**src/logic/tmt_pkg.sv**
```systemverilog
// Constants, types and register map of the two-wire master transmitter
// Functional notes
// - Master mode only after START; address picks direction
// - START issued once bus detected free
// - After START set flag, status 08
// - Writing one to flag clears it
// - After address byte set flag, report 18/20/38
// - 18 means acked, 20 means not acked
// - Data write with flag low discarded, collision set
// - In 18/20/28/30 clearing flag sends loaded byte
// - After data byte report 28 or 30
// - STOP sent, then stop bit cleared by hardware
// - In 18/20/28/30 start high sends repeated START
// - Start and stop high: STOP then START
// - After repeated START report 10, keep bus
// - In 10 address-read switches to receive mode
// - Arbitration lost reports 38; start low releases
// - In 38 start high waits free bus, restarts
// - Status codes assume prescaler bits zero
// - Transfer suspended while flag set
package tmt_pkg;

  // ----------------------------------------------------------------
  // Register map
  // ----------------------------------------------------------------
  localparam logic [3:0] ADDR_CONTROL = 4'h0;
  localparam logic [3:0] ADDR_DATA    = 4'h4;
  localparam logic [3:0] ADDR_STATUS  = 4'h8;

  // Control bit positions
  localparam int CTL_IRQ_EN    = 0;
  localparam int CTL_ENABLE    = 2;
  localparam int CTL_COLLISION = 3;
  localparam int CTL_STOP      = 4;
  localparam int CTL_START     = 5;
  localparam int CTL_ACK_EN    = 6;
  localparam int CTL_FLAG      = 7;

  // Status codes, prescaler bits zero
  localparam logic [7:0] ST_START    = 8'h08;
  localparam logic [7:0] ST_RESTART  = 8'h10;
  localparam logic [7:0] ST_AW_ACK   = 8'h18;
  localparam logic [7:0] ST_AW_NACK  = 8'h20;
  localparam logic [7:0] ST_D_ACK    = 8'h28;
  localparam logic [7:0] ST_D_NACK   = 8'h30;
  localparam logic [7:0] ST_ARB_LOST = 8'h38;
  localparam logic [7:0] ST_AR_ACK   = 8'h40;
  localparam logic [7:0] ST_AR_NACK  = 8'h48;
  localparam logic [7:0] ST_IDLE     = 8'hF8;
  localparam logic [7:0] ST_MASK     = 8'hF8;
  localparam logic [7:0] CTL_RESET   = 8'h00;

  localparam logic [1:0] AXI_OKAY   = 2'h0;
  localparam logic [1:0] AXI_SLVERR = 2'h2;

  // Half bit period in system clocks, minus one
  localparam int HALF_BIT = 50;

  typedef enum logic [3:0] {
    TMT_IDLE, TMT_WAIT_FREE, TMT_START_A, TMT_START_B, TMT_BIT_LOW,
    TMT_BIT_HIGH, TMT_ACK_LOW, TMT_ACK_HIGH, TMT_HOLD, TMT_RS_A,
    TMT_STOP_A, TMT_STOP_B, TMT_STOP_C
  } tmt_state_t;

  typedef struct packed {
    logic scl_oe;
    logic sda_oe;
  } tmt_pins_t;

endpackage : tmt_pkg

```
**src/logic/tmt_master.sv**
```systemverilog
// Two-wire master transmitter with AXI4-Lite register slave
//
// Implementation choices: the register offsets and register access over AXI4-Lite.
`timescale 1ns/1ps
module tmt_master
  import tmt_pkg::*;
#(
  parameter int HALF_CYC = HALF_BIT
) (
  // Clock and reset
  input  wire logic        clock_i,
  input  wire logic        rst_i,
  // AXI4-Lite write
  input  wire logic [3:0]  s_awaddr_i,
  input  wire logic        s_awvalid_i,
  output logic             s_awready_o,
  input  wire logic [31:0] s_wdata_i,
  input  wire logic [3:0]  s_wstrb_i,
  input  wire logic        s_wvalid_i,
  output logic             s_wready_o,
  output logic [1:0]       s_bresp_o,
  output logic             s_bvalid_o,
  input  wire logic        s_bready_i,
  // AXI4-Lite read
  input  wire logic [3:0]  s_araddr_i,
  input  wire logic        s_arvalid_i,
  output logic             s_arready_o,
  output logic [31:0]      s_rdata_o,
  output logic [1:0]       s_rresp_o,
  output logic             s_rvalid_o,
  input  wire logic        s_rready_i,
  // Two-wire bus pins, open drain
  input  wire logic        scl_i,
  output logic             scl_o,
  output logic             scl_oe_o,
  input  wire logic        sda_i,
  output logic             sda_o,
  output logic             sda_oe_o,
  // Status
  output logic             irq_o,
  output logic             receive_mode_o
);

  // ----------------------------------------------------------------
  // Pin synchronisers
  // ----------------------------------------------------------------
  logic [1:0] scl_sync_ff, sda_sync_ff;
  logic       scl_s, sda_s, scl_prev_ff, sda_prev_ff;
  always_ff @(posedge clock_i) begin
    scl_sync_ff <= {scl_sync_ff[0], scl_i};
    sda_sync_ff <= {sda_sync_ff[0], sda_i};
    scl_prev_ff <= scl_sync_ff[1];
    sda_prev_ff <= sda_sync_ff[1];
  end
  assign scl_s = scl_sync_ff[1];
  assign sda_s = sda_sync_ff[1];

  // Foreign START/STOP tracking for bus-free detection
  logic busy_ff, nxt_busy;
  wire  ext_start = scl_s & scl_prev_ff & sda_prev_ff & ~sda_s;
  wire  ext_stop  = scl_s & scl_prev_ff & ~sda_prev_ff & sda_s;

  // ----------------------------------------------------------------
  // Registers
  // ----------------------------------------------------------------
  logic [7:0] ctl_ff, data_ff, status_ff, shift_ff;
  logic       recv_ff, rx_bit_ff, own_ff;
  tmt_state_t state_ff, nxt_state;
  logic [$clog2(HALF_CYC+1)-1:0] tick_ff;
  logic [3:0] bit_ff;
  tmt_pins_t  pins_ff;

  // ----------------------------------------------------------------
  // AXI write channel
  // ----------------------------------------------------------------
  logic       aw_got_ff, w_got_ff, bvalid_ff;
  logic [3:0] aw_addr_ff;
  logic [7:0] wdat_ff;
  logic       wlane_ff;
  wire aw_take = s_awvalid_i & ~aw_got_ff & ~bvalid_ff;
  wire w_take  = s_wvalid_i & ~w_got_ff & ~bvalid_ff;
  wire wr_go   = aw_got_ff & w_got_ff & ~bvalid_ff;
  wire wr_ctl  = wr_go & wlane_ff & (aw_addr_ff == ADDR_CONTROL);
  wire wr_dat  = wr_go & wlane_ff & (aw_addr_ff == ADDR_DATA);
  wire wr_map  = (aw_addr_ff == ADDR_CONTROL) |
                 (aw_addr_ff == ADDR_DATA) | (aw_addr_ff == ADDR_STATUS);

  always_ff @(posedge clock_i) begin
    if (rst_i) begin
      aw_got_ff  <= 1'b0;
      w_got_ff   <= 1'b0;
      bvalid_ff  <= 1'b0;
      aw_addr_ff <= 4'h0;
      wdat_ff    <= 8'h00;
      wlane_ff   <= 1'b0;
      s_bresp_o  <= AXI_OKAY;
    end else begin
      if (aw_take) begin
        aw_got_ff  <= 1'b1;
        aw_addr_ff <= s_awaddr_i;
      end
      if (w_take) begin
        w_got_ff <= 1'b1;
        wdat_ff  <= s_wdata_i[7:0];
        wlane_ff <= s_wstrb_i[0];
      end
      if (wr_go) begin
        aw_got_ff <= 1'b0;
        w_got_ff  <= 1'b0;
        bvalid_ff <= 1'b1;
        s_bresp_o <= wr_map ? AXI_OKAY : AXI_SLVERR;
      end else if (bvalid_ff && s_bready_i) begin
        bvalid_ff <= 1'b0;
      end
    end
  end
  assign s_awready_o = ~aw_got_ff & ~bvalid_ff;
  assign s_wready_o  = ~w_got_ff & ~bvalid_ff;
  assign s_bvalid_o  = bvalid_ff;

  // ----------------------------------------------------------------
  // AXI read channel
  // ----------------------------------------------------------------
  logic rvalid_ff;
  wire  ar_take = s_arvalid_i & ~rvalid_ff;
  wire [7:0] rd_sel = (s_araddr_i == ADDR_CONTROL) ? ctl_ff :
                      (s_araddr_i == ADDR_DATA)    ? data_ff :
                      (s_araddr_i == ADDR_STATUS)  ? status_ff : 8'h00;
  wire rd_map = (s_araddr_i == ADDR_CONTROL) |
                (s_araddr_i == ADDR_DATA) | (s_araddr_i == ADDR_STATUS);
  always_ff @(posedge clock_i) begin
    if (rst_i) begin
      rvalid_ff <= 1'b0;
      s_rdata_o <= 32'h0000_0000;
      s_rresp_o <= AXI_OKAY;
    end else if (ar_take) begin
      rvalid_ff <= 1'b1;
      s_rdata_o <= {24'h00_0000, rd_sel};
      s_rresp_o <= rd_map ? AXI_OKAY : AXI_SLVERR;
    end else if (rvalid_ff && s_rready_i) begin
      rvalid_ff <= 1'b0;
    end
  end
  assign s_arready_o = ~rvalid_ff;
  assign s_rvalid_o  = rvalid_ff;

  // ----------------------------------------------------------------
  // Bus engine
  // ----------------------------------------------------------------
  wire flag     = ctl_ff[CTL_FLAG];
  wire enabled  = ctl_ff[CTL_ENABLE];
  wire tick_end = (tick_ff == HALF_CYC[$bits(tick_ff)-1:0]);
  // Writing one to the flag clears it; with the enable bit also written one it releases the engine
  wire go       = wr_ctl & wdat_ff[CTL_FLAG] & wdat_ff[CTL_ENABLE];
  wire set_flag_now;
  logic [7:0] nxt_status;
  logic       nxt_set;
  logic       arb_lost;
  assign arb_lost = (state_ff == TMT_BIT_HIGH) & pins_ff.sda_oe == 1'b0 &
                    shift_ff[7] & ~sda_s & scl_s;

  always_comb begin
    nxt_state  = state_ff;
    nxt_status = status_ff;
    nxt_set    = 1'b0;
    nxt_busy   = busy_ff;
    if (ext_start) nxt_busy = 1'b1;
    if (ext_stop)  nxt_busy = 1'b0;
    case (state_ff)
      TMT_IDLE, TMT_HOLD: begin
        // Suspended until software clears the flag
        if (go && wdat_ff[CTL_START] && wdat_ff[CTL_STOP] && own_ff)
          nxt_state = TMT_STOP_A;
        else if (go && wdat_ff[CTL_STOP] && own_ff)
          nxt_state = TMT_STOP_A;
        else if (go && wdat_ff[CTL_START] && own_ff)
          nxt_state = TMT_RS_A;
        else if (go && wdat_ff[CTL_START])
          nxt_state = TMT_WAIT_FREE;
        else if (go && own_ff && status_ff != ST_ARB_LOST)
          nxt_state = TMT_BIT_LOW;
        else if (go)
          nxt_state = TMT_IDLE;
      end
      TMT_WAIT_FREE:
        if (!busy_ff && scl_s && sda_s && tick_end)
          nxt_state = TMT_START_A;
      TMT_RS_A:
        if (tick_end) nxt_state = TMT_START_A;
      TMT_START_A:
        if (tick_end) nxt_state = TMT_START_B;
      TMT_START_B:
        if (tick_end) begin
          nxt_state  = TMT_HOLD;
          nxt_set    = 1'b1;
          nxt_status = own_ff ? ST_RESTART : ST_START;
        end
      TMT_BIT_LOW:
        if (tick_end) nxt_state = TMT_BIT_HIGH;
      TMT_BIT_HIGH:
        if (arb_lost) begin
          nxt_state  = TMT_IDLE;
          nxt_set    = 1'b1;
          nxt_status = ST_ARB_LOST;
        end else if (tick_end)
          nxt_state = (bit_ff == 4'h7) ? TMT_ACK_LOW : TMT_BIT_LOW;
      TMT_ACK_LOW:
        if (tick_end) nxt_state = TMT_ACK_HIGH;
      TMT_ACK_HIGH:
        if (tick_end) begin
          nxt_state = TMT_HOLD;
          nxt_set   = 1'b1;
          // Address phase after START/restart, data phase otherwise
          if (status_ff == ST_START || status_ff == ST_RESTART) begin
            if (data_ff[0])
              nxt_status = rx_bit_ff ? ST_AR_NACK : ST_AR_ACK;
            else
              nxt_status = rx_bit_ff ? ST_AW_NACK : ST_AW_ACK;
          end else
            nxt_status = rx_bit_ff ? ST_D_NACK : ST_D_ACK;
        end
      TMT_STOP_A:
        if (tick_end) nxt_state = TMT_STOP_B;
      TMT_STOP_B:
        if (tick_end) nxt_state = TMT_STOP_C;
      TMT_STOP_C:
        if (tick_end)
          nxt_state = ctl_ff[CTL_START] ? TMT_WAIT_FREE : TMT_IDLE;
      default: nxt_state = TMT_IDLE;
    endcase
  end
  assign set_flag_now = nxt_set;

  always_ff @(posedge clock_i) begin
    if (rst_i) begin
      state_ff  <= TMT_IDLE;
      status_ff <= ST_IDLE;
      busy_ff   <= 1'b0;
      tick_ff   <= '0;
    end else begin
      state_ff  <= nxt_state;
      status_ff <= nxt_status & ST_MASK;
      busy_ff   <= nxt_busy;
      tick_ff   <= (nxt_state != state_ff || tick_end) ? '0 : tick_ff + 1'b1;
    end
  end

  // SDA moves one clock after SCL falls, so it never races that edge
  wire logic bit_sda_oe = (state_ff == TMT_BIT_HIGH) ? pins_ff.sda_oe :
                          (state_ff == TMT_BIT_LOW)  ? ~shift_ff[7] :
                          ~data_ff[7];
  wire logic ack_sda_oe = (state_ff == TMT_BIT_HIGH) & pins_ff.sda_oe;

  // Shift, bit count, ownership and pin drive
  always_ff @(posedge clock_i) begin
    if (rst_i) begin
      shift_ff  <= 8'h00;
      bit_ff    <= 4'h0;
      rx_bit_ff <= 1'b1;
      own_ff    <= 1'b0;
      recv_ff   <= 1'b0;
      pins_ff   <= '0;
    end else begin
      if (state_ff != TMT_BIT_LOW && nxt_state == TMT_BIT_LOW &&
          state_ff != TMT_BIT_HIGH) begin
        shift_ff <= data_ff;
        bit_ff   <= 4'h0;
      end else if (state_ff == TMT_BIT_HIGH && nxt_state == TMT_BIT_LOW) begin
        shift_ff <= {shift_ff[6:0], 1'b0};
        bit_ff   <= bit_ff + 4'h1;
      end
      if (state_ff == TMT_ACK_HIGH && tick_ff == '0)
        rx_bit_ff <= sda_s;
      if (state_ff == TMT_START_B && tick_end)
        own_ff <= 1'b1;
      if (state_ff == TMT_STOP_C || nxt_status == ST_ARB_LOST)
        own_ff <= 1'b0;
      if (nxt_status == ST_AR_ACK || nxt_status == ST_AR_NACK)
        recv_ff <= 1'b1;
      else if (nxt_status == ST_AW_ACK || nxt_status == ST_AW_NACK ||
               state_ff == TMT_STOP_C || nxt_status == ST_ARB_LOST)
        recv_ff <= 1'b0;
      case (nxt_state)
        TMT_START_A:  pins_ff <= '{scl_oe: 1'b0, sda_oe: 1'b1};
        TMT_START_B:  pins_ff <= '{scl_oe: 1'b1, sda_oe: 1'b1};
        TMT_RS_A:     pins_ff <= '{scl_oe: 1'b0, sda_oe: 1'b0};
        TMT_BIT_LOW:  pins_ff <= '{scl_oe: 1'b1, sda_oe: bit_sda_oe};
        TMT_BIT_HIGH: pins_ff <= '{scl_oe: 1'b0, sda_oe: ~shift_ff[7]};
        TMT_ACK_LOW:  pins_ff <= '{scl_oe: 1'b1, sda_oe: ack_sda_oe};
        TMT_ACK_HIGH: pins_ff <= '{scl_oe: 1'b0, sda_oe: 1'b0};
        TMT_HOLD:     pins_ff <= '{scl_oe: own_ff | nxt_set, sda_oe: 1'b0};
        TMT_STOP_A:   pins_ff <= '{scl_oe: 1'b1, sda_oe: 1'b1};
        TMT_STOP_B:   pins_ff <= '{scl_oe: 1'b0, sda_oe: 1'b1};
        TMT_STOP_C:   pins_ff <= '{scl_oe: 1'b0, sda_oe: 1'b0};
        default:      pins_ff <= '{scl_oe: 1'b0, sda_oe: 1'b0};
      endcase
    end
  end

  // ----------------------------------------------------------------
  // Control and data registers
  // ----------------------------------------------------------------
  always_ff @(posedge clock_i) begin
    if (rst_i) begin
      ctl_ff  <= CTL_RESET;
      data_ff <= 8'h00;
    end else begin
      if (wr_ctl) begin
        ctl_ff[CTL_IRQ_EN] <= wdat_ff[CTL_IRQ_EN];
        ctl_ff[CTL_ENABLE] <= wdat_ff[CTL_ENABLE];
        ctl_ff[CTL_STOP]   <= wdat_ff[CTL_STOP];
        ctl_ff[CTL_START]  <= wdat_ff[CTL_START];
        ctl_ff[CTL_ACK_EN] <= wdat_ff[CTL_ACK_EN];
        if (wdat_ff[CTL_FLAG])
          ctl_ff[CTL_FLAG] <= 1'b0;
      end
      if (set_flag_now)
        ctl_ff[CTL_FLAG] <= 1'b1;
      if (state_ff == TMT_STOP_C && tick_end)
        ctl_ff[CTL_STOP] <= 1'b0;
      if (state_ff == TMT_STOP_C && tick_end && !ctl_ff[CTL_START])
        ctl_ff[CTL_START] <= 1'b0;
      if (nxt_state == TMT_START_B && state_ff == TMT_START_A)
        ctl_ff[CTL_START] <= 1'b0;
      if (!enabled && !wr_ctl)
        ctl_ff[CTL_FLAG] <= ctl_ff[CTL_FLAG];
      if (wr_dat && flag)
        data_ff <= wdat_ff;
      if (wr_dat && !flag)
        ctl_ff[CTL_COLLISION] <= 1'b1;
      else if (wr_dat && flag)
        ctl_ff[CTL_COLLISION] <= 1'b0;
    end
  end

  // ----------------------------------------------------------------
  // Outputs
  // ----------------------------------------------------------------
  always_ff @(posedge clock_i) begin
    if (rst_i) begin
      irq_o          <= 1'b0;
      receive_mode_o <= 1'b0;
    end else begin
      irq_o          <= ctl_ff[CTL_FLAG] & ctl_ff[CTL_IRQ_EN];
      receive_mode_o <= recv_ff;
    end
  end
  assign scl_o    = 1'b0;
  assign sda_o    = 1'b0;
  assign scl_oe_o = pins_ff.scl_oe;
  assign sda_oe_o = pins_ff.sda_oe;

endmodule : tmt_master

```
**config.mk**
```make
export PLATFORM = sky130hd
export DESIGN_NAME = tmt_master
export DESIGN_NICKNAME = d
export VERILOG_FILES = /design/src/logic/tmt_pkg.sv /design/src/logic/tmt_master.sv
export SDC_FILE = /design/constraint.sdc
export NUM_CORES = 1
export LEC_CHECK = 0
export ABC_AREA = 1
export ABC_CLOCK_PERIOD_IN_PS = 1900
export BUFFER_PORTS_ARGS = -buffer_cell sky130_fd_sc_hd__buf_2
export CORE_MARGIN = 1
export CORE_UTILIZATION = 40
export CTS_CLUSTER_SIZE = 28
export DETAILED_ROUTE_END_ITERATION = 16
export PLACE_DENSITY = 0.66
export SYNTH_ARGS = -nofsm -noshare
export SYNTH_HDL_FRONTEND = slang
export SYNTH_SLANG_ARGS = --single-unit
export TNS_END_PERCENT = 20
```
**constraint.sdc**
```tcl
create_clock -name clock_i -period 1.9 [get_ports clock_i]
set_input_delay 0.285 -clock clock_i [delete_from_list [all_inputs] [get_ports clock_i]]
set_output_delay 0.285 -clock clock_i [all_outputs]
set_load 0.005 [all_outputs]
```
# After elaboration in Yosys (flattened, before gate mapping)
# Cells that the tools add are included.
# classes
n_addsub,2
eq_ne,38
muxes,54
bitwise,40
n_reduce_logical,59
# ops
operator,n
4-bit two-way mux,19
8-bit two-way mux,9
4-bit case mux with 11 select lines,1
4-bit by 3-bit == test with 1-bit output (second input constant),10
4-bit == test (second input constant),10
1-bit AND,25
1-bit logical AND,24
8-bit case mux with 3 select lines,1
2-bit OR reduction,10
4-bit by 2-bit == test with 1-bit output (second input constant),4
8-bit by 5-bit == test with 1-bit output (second input constant),2
8-bit by 6-bit == test with 1-bit output (second input constant),2
8-bit by 7-bit == test with 1-bit output (second input constant),2
1-bit two-way mux,15
2-bit nonzero test,7
4-bit logical NOT,3
2-bit case mux with 6 select lines,1
5-bit two-way mux,2
1-bit inverter,10
8-bit by 4-bit == test with 1-bit output (second input constant),1
4-bit by 3-bit != test with 1-bit output (second input constant),2
8-bit by 6-bit != test with 1-bit output (second input constant),1
1-bit logical OR,7
7-bit two-way mux,1
other kinds (14),24
# word_totals
reg_bits,88
in_bits,53
out_inout_bits,47
word_cells,227

# Logic depth before layout (Yosys ltp)
# depth
word_depth,18
ltp_mapped,17
mapped_depth_nobuf,16

# Worst setup path after synthesis
# OpenSTA, ideal clock, no wires.
# synth_timing
kind,flip-flop to flip-flop
start,register tick_ff[0]
end,register shift_ff[1]
arrival_ns,1.923
t_required_ns,1.785
setup_slack_ns,-0.138
path_stages_with_launch,16
n_path_buf,2
path_cell_list,dfxtp_1 > inv_1 > ha_1 > nand3_1 > clkinv_1 > nand2_2 > buf_6 > nand2_1 > nand2_1 > nand3_2 > a21oi_4 > nand2_4 > nor2_8 > nand3_4 > buf_6 > o21a_1
# synth_via
elab_chain_cells,8
word_cells_on_any_way,20
# synth_lines
item,line_no,text
"start, declared",tmt_master.sv:69,logic [$clog2(HALF_CYC+1)-1:0] tick_ff;
"start signal, assigned",tmt_master.sv:244,tick_ff <= (nxt_state != state_ff || tick_end) ? '0 : tick_ff + 1'b1;
6-bit == test *,tmt_master.sv:152,wire tick_end = (tick_ff == HALF_CYC[$bits(tick_ff)-1:0]);
4-bit two-way mux or 1-bit logical AND (tied branches),"tmt_master.sv:205, tmt_master.sv:186",
"4-bit two-way mux, on equally long branches","tmt_master.sv:201, tmt_master.sv:186",
4-bit case mux with 11 select lines *,tmt_master.sv:169,case (state_ff)
4-bit by 3-bit == test with 1-bit output *,"tmt_master.sv:264, tmt_master.sv:268",
1-bit logical AND (2 in a row),tmt_master.sv:264,if (state_ff != TMT_BIT_LOW && nxt_state == TMT_BIT_LOW &&
8-bit two-way mux or 2-bit nonzero test (tied branches),n/a,
"end signal, assigned",tmt_master.sv:266,shift_ff <= data_ff;
"end signal, assigned",tmt_master.sv:269,"shift_ff <= {shift_ff[6:0], 1'b0};"
"end, declared",tmt_master.sv:66,"logic [7:0] ctl_ff, data_ff, status_ff, shift_ff;"
# Mark *: on every way between the ends. The rest lies on a longest branch, timed or not.
# A chain may end at the register's enable or synchronous reset.

# Final worst setup path
# layout_timing
start,register tick_ff[0]
end,register bit_ff[2]
# layout_via
elab_chain_cells,8
word_cells_on_any_way,19
# layout_lines
item,line_no,text
6-bit == test *,tmt_master.sv:152,
4-bit two-way mux or 1-bit logical AND (tied branches),"tmt_master.sv:205, tmt_master.sv:186",
"4-bit two-way mux, on equally long branches","tmt_master.sv:201, tmt_master.sv:186",
4-bit case mux with 11 select lines *,tmt_master.sv:169,
4-bit by 3-bit == test with 1-bit output *,"tmt_master.sv:264, tmt_master.sv:268",
1-bit logical AND (2 in a row),tmt_master.sv:264,
2-bit OR reduction (no line),n/a,
"end signal, assigned",tmt_master.sv:270,bit_ff <= bit_ff + 4'h1;
"end, declared",tmt_master.sv:70,logic [3:0] bit_ff;
# Marks and branches as above.

==> flow_metrics.tcl <==
set metrics [dict create \
    core_area_um2 10400 \
    drive_above_1_share_pct 30.5 \
    wl_per_cell_um 12.6 \
    grt_usage_pct 19.6 \
    clk_path_buf_depth 2 \
    die-area_um2 11100 \
    maxCapViolations 0 \
    cts_buffers 9 \
    synth_top_area_share_pct 38.8 \
    cpMostUsedCell "inv_2" \
    crit_buf_inv 4 \
    fin_setup_tns_ns -0.490 \
    cp_max_fo 6 \
    grt_pass1_wl_mm 17.3 \
    hold_violations 0 \
    peakVddDrop_v 0.000347 \
    violations "negative setup slack" \
    regArea_um2 1670 \
    ant_nets 0 \
    cts.sinks 83 \
    yosysUniqueCellTypes 44 \
    nFillCells 1018 \
    htree_levels 3 \
    syn_avg_cell_area_um2 7.24 \
    first_iter_violations 263 \
    power.density_nw_per_um2 624 \
    rsz0062_at_grt "yes" \
    final_cell_area_um2 5420 \
    status "finished with violations" \
    place_area_um2 5030 \
    cp.arrival_ns 2.22 \
    cts_tree "done" \
    cp.required_ns 2.16 \
    max_stage_delay_ns 0.34 \
    synthFlopType "dfxtp_1" \
    portBuffers 44 \
    nets 763 \
    drt_wl_total_mm 10.6 \
    ys_seq_elements 83 \
    setup_viol 18 \
    firstDrtPassIters 6 \
    synthToLayoutAreaGrowth_pct 26.6 \
    rows 37 \
    multiInputGateArea_um2 2320 \
    path_clk_slew_ns 0.08 \
    syn-cell-area_um2 4280 \
    max_freq_mhz 510 \
    hpwl_mm 7.79 \
    finalCritPeriodShare_pct 103 \
    start_kind "flip-flop" \
    async_reset_ff_share_pct 0 \
    n_antenna_cell 0 \
    synth_area_leaders "dfxtp_1 (39%), nand2_1 (8.2%), nor2_1 (6.5%), o21ai_0 (6.1%), inv_1 (5.8%)" \
    worstSetupEndpointType "flip-flop" \
    drv_slew 0 \
    drc 0 \
    grt_pass1_vias 3740 \
    path_depth 16 \
    crit_family "simple AND/OR/NAND/NOR gates" \
    grt_antenna_before_repair 0 \
    initial_core_util_pct 41.3 \
    yosysSeqAreaShare_pct 38.8 \
    p_leak_nw 2.54 \
    grt_max_degree 48 \
    overflow 0 \
    via_per_inst 4.83 \
    place_congestion 0.917 \
    pin_count 100 \
    setup_ws_ns -0.0618 \
    reg2reg_depth 16 \
    min_period_ns 1.96 \
    clkLatencyLatePin_ns 0.37 \
    crit_slowest_cell "dfxtp_2" \
    path_cells "inv_2, ha_4, nand3_4, clkinv_4, nand2_8, nor2_2, inv_2, nand2_2, a21oi_2, nand2_4, nor2_8, nand2_4, nor2_4, inv_2, nand2_1, a21oi_1" \
    finClkSkew_ns 0.0117 \
    clockRootBuffer "clkbuf_8" \
    synthCells 591 \
    crit_type "flip-flop to flip-flop" \
    min_path_type "input pin to flip-flop" \
    yosys_warnings 0 \
    synth_top_area_cell "dfxtp_1" \
    synth_edf_count 0 \
    vias 4084 \
    chipWidth_um 105 \
    die_y_um 105 \
    hold_path_depth 1 \
]
## cell families (layout without fill, tap and decap cells)
logic type / Yosys count / in the layout / synth area share, %
and+or+nand+nor: 239 / 241 / 26.4
other: 1 / 28 / 0.0876
xor gates and xnor gates: 6 / 6 / 1.23
adders and majority gates: 6 / 6 / 1.75
buffers and inverters: 125 / 214 / 13.9
DFF: 83 / 83 / 38.8
AOI/OAI and AO/OA: 131 / 131 / 17.8
## report_power, final
part	internal, mW	switching (mW)
Combinational	0.141	0.200
Clock	0.521	0.671
Sequential	1.80	0.0462
## per-layer routing
metal	GRT usage, %	vias to the layer above	wire length [µm]
met2	32.0	101	5110
met4	7.65	0	231
met5	0	-	0
met1	25.1	1877	4900
li1	-	2089	-
met3	4.02	17	383
## flip-flops by register name (all words and copies together), names as in the netlist, 5 cells and up
name	cells
ctl_ff	7
data_ff	8
s_rdata_o	8
shift_ff	8
status_ff	5
tick_ff	6
wdat_ff	8
## metrics by stage
stage                     power [mW]  utilization (%)  cells  worst slack [ns]  hold slack (ns)
after floorplan                 2.11                -    618           -0.0125            0.310
after global placement          2.21             48.5    823            -0.139            0.311
after detailed placement        2.22             48.5    823            -0.190            0.312
after CTS                       3.40             51.4    842           -0.0229           0.0110
after global routing            3.55             52.3    845            -0.181         0.000604
final                           3.38             52.3    845           -0.0618           0.0213
## area by class of cell
cell class,count,share of cell area (%)
clock buffer,12,2.68
sequential,83,30.9
multi-input combinational,412,42.7
clock inverter,4,0.623
timing repair buffer,117,14.2
inverter,81,5.70
tap,136,3.14
## Yosys cell counts (all sizes together), types with 2 or more instances
master and instances:
nor3 7, dfxtp 83, nand2 103, a21oi 47
buf 33, o21a 9, a31oi 3, o211ai 3
nand3 36, o21ai 54, ha 6, a211oi 3
nand4 7, o221ai 7, inv 80, xnor2 2
clkbuf 11, nor2 84, xor2 4
## what timing repair did
action                                 CTS  global route
resized for setup                       22            23
buffers inserted                         2             1
hold buffers                             0             1
endpoints found under the hold margin    0             1
setup endpoints to repair               22            22
cloned                                   1             1
pin swaps                                6            10
## final timing paths
path / startpoint / to / slack [ns]
max: tick_ff[0] / bit_ff[2] / -0.06
min: sda_i / sda_sync_ff[0] / 0.02
max reg2reg: tick_ff[0] / bit_ff[2] / -0.06
min reg2reg: scl_sync_ff[0] / scl_sync_ff[1] / 0.33
## cell usage in the layout (no fill, tap or decap), types with 4 or more instances in the layout
cell type,instances
nand2_1,84
dfxtp_1,75
buf_4,72
nor2_1,70
inv_1,63
o21ai_0,52
buf_2,44
a21oi_1,37
nand3_1,29
conb_1,28
inv_2,17
nand2_4,10
clkbuf_8,10
nand2_2,9
a21oi_2,9
o21a_1,9
nor2_2,8
o221ai_1,7
dfxtp_2,7
nand4_1,6
nand3_2,5
ha_1,5
nor3_1,4
xor2_1,4
No activity file was read; power rests on OpenSTA's default activity.
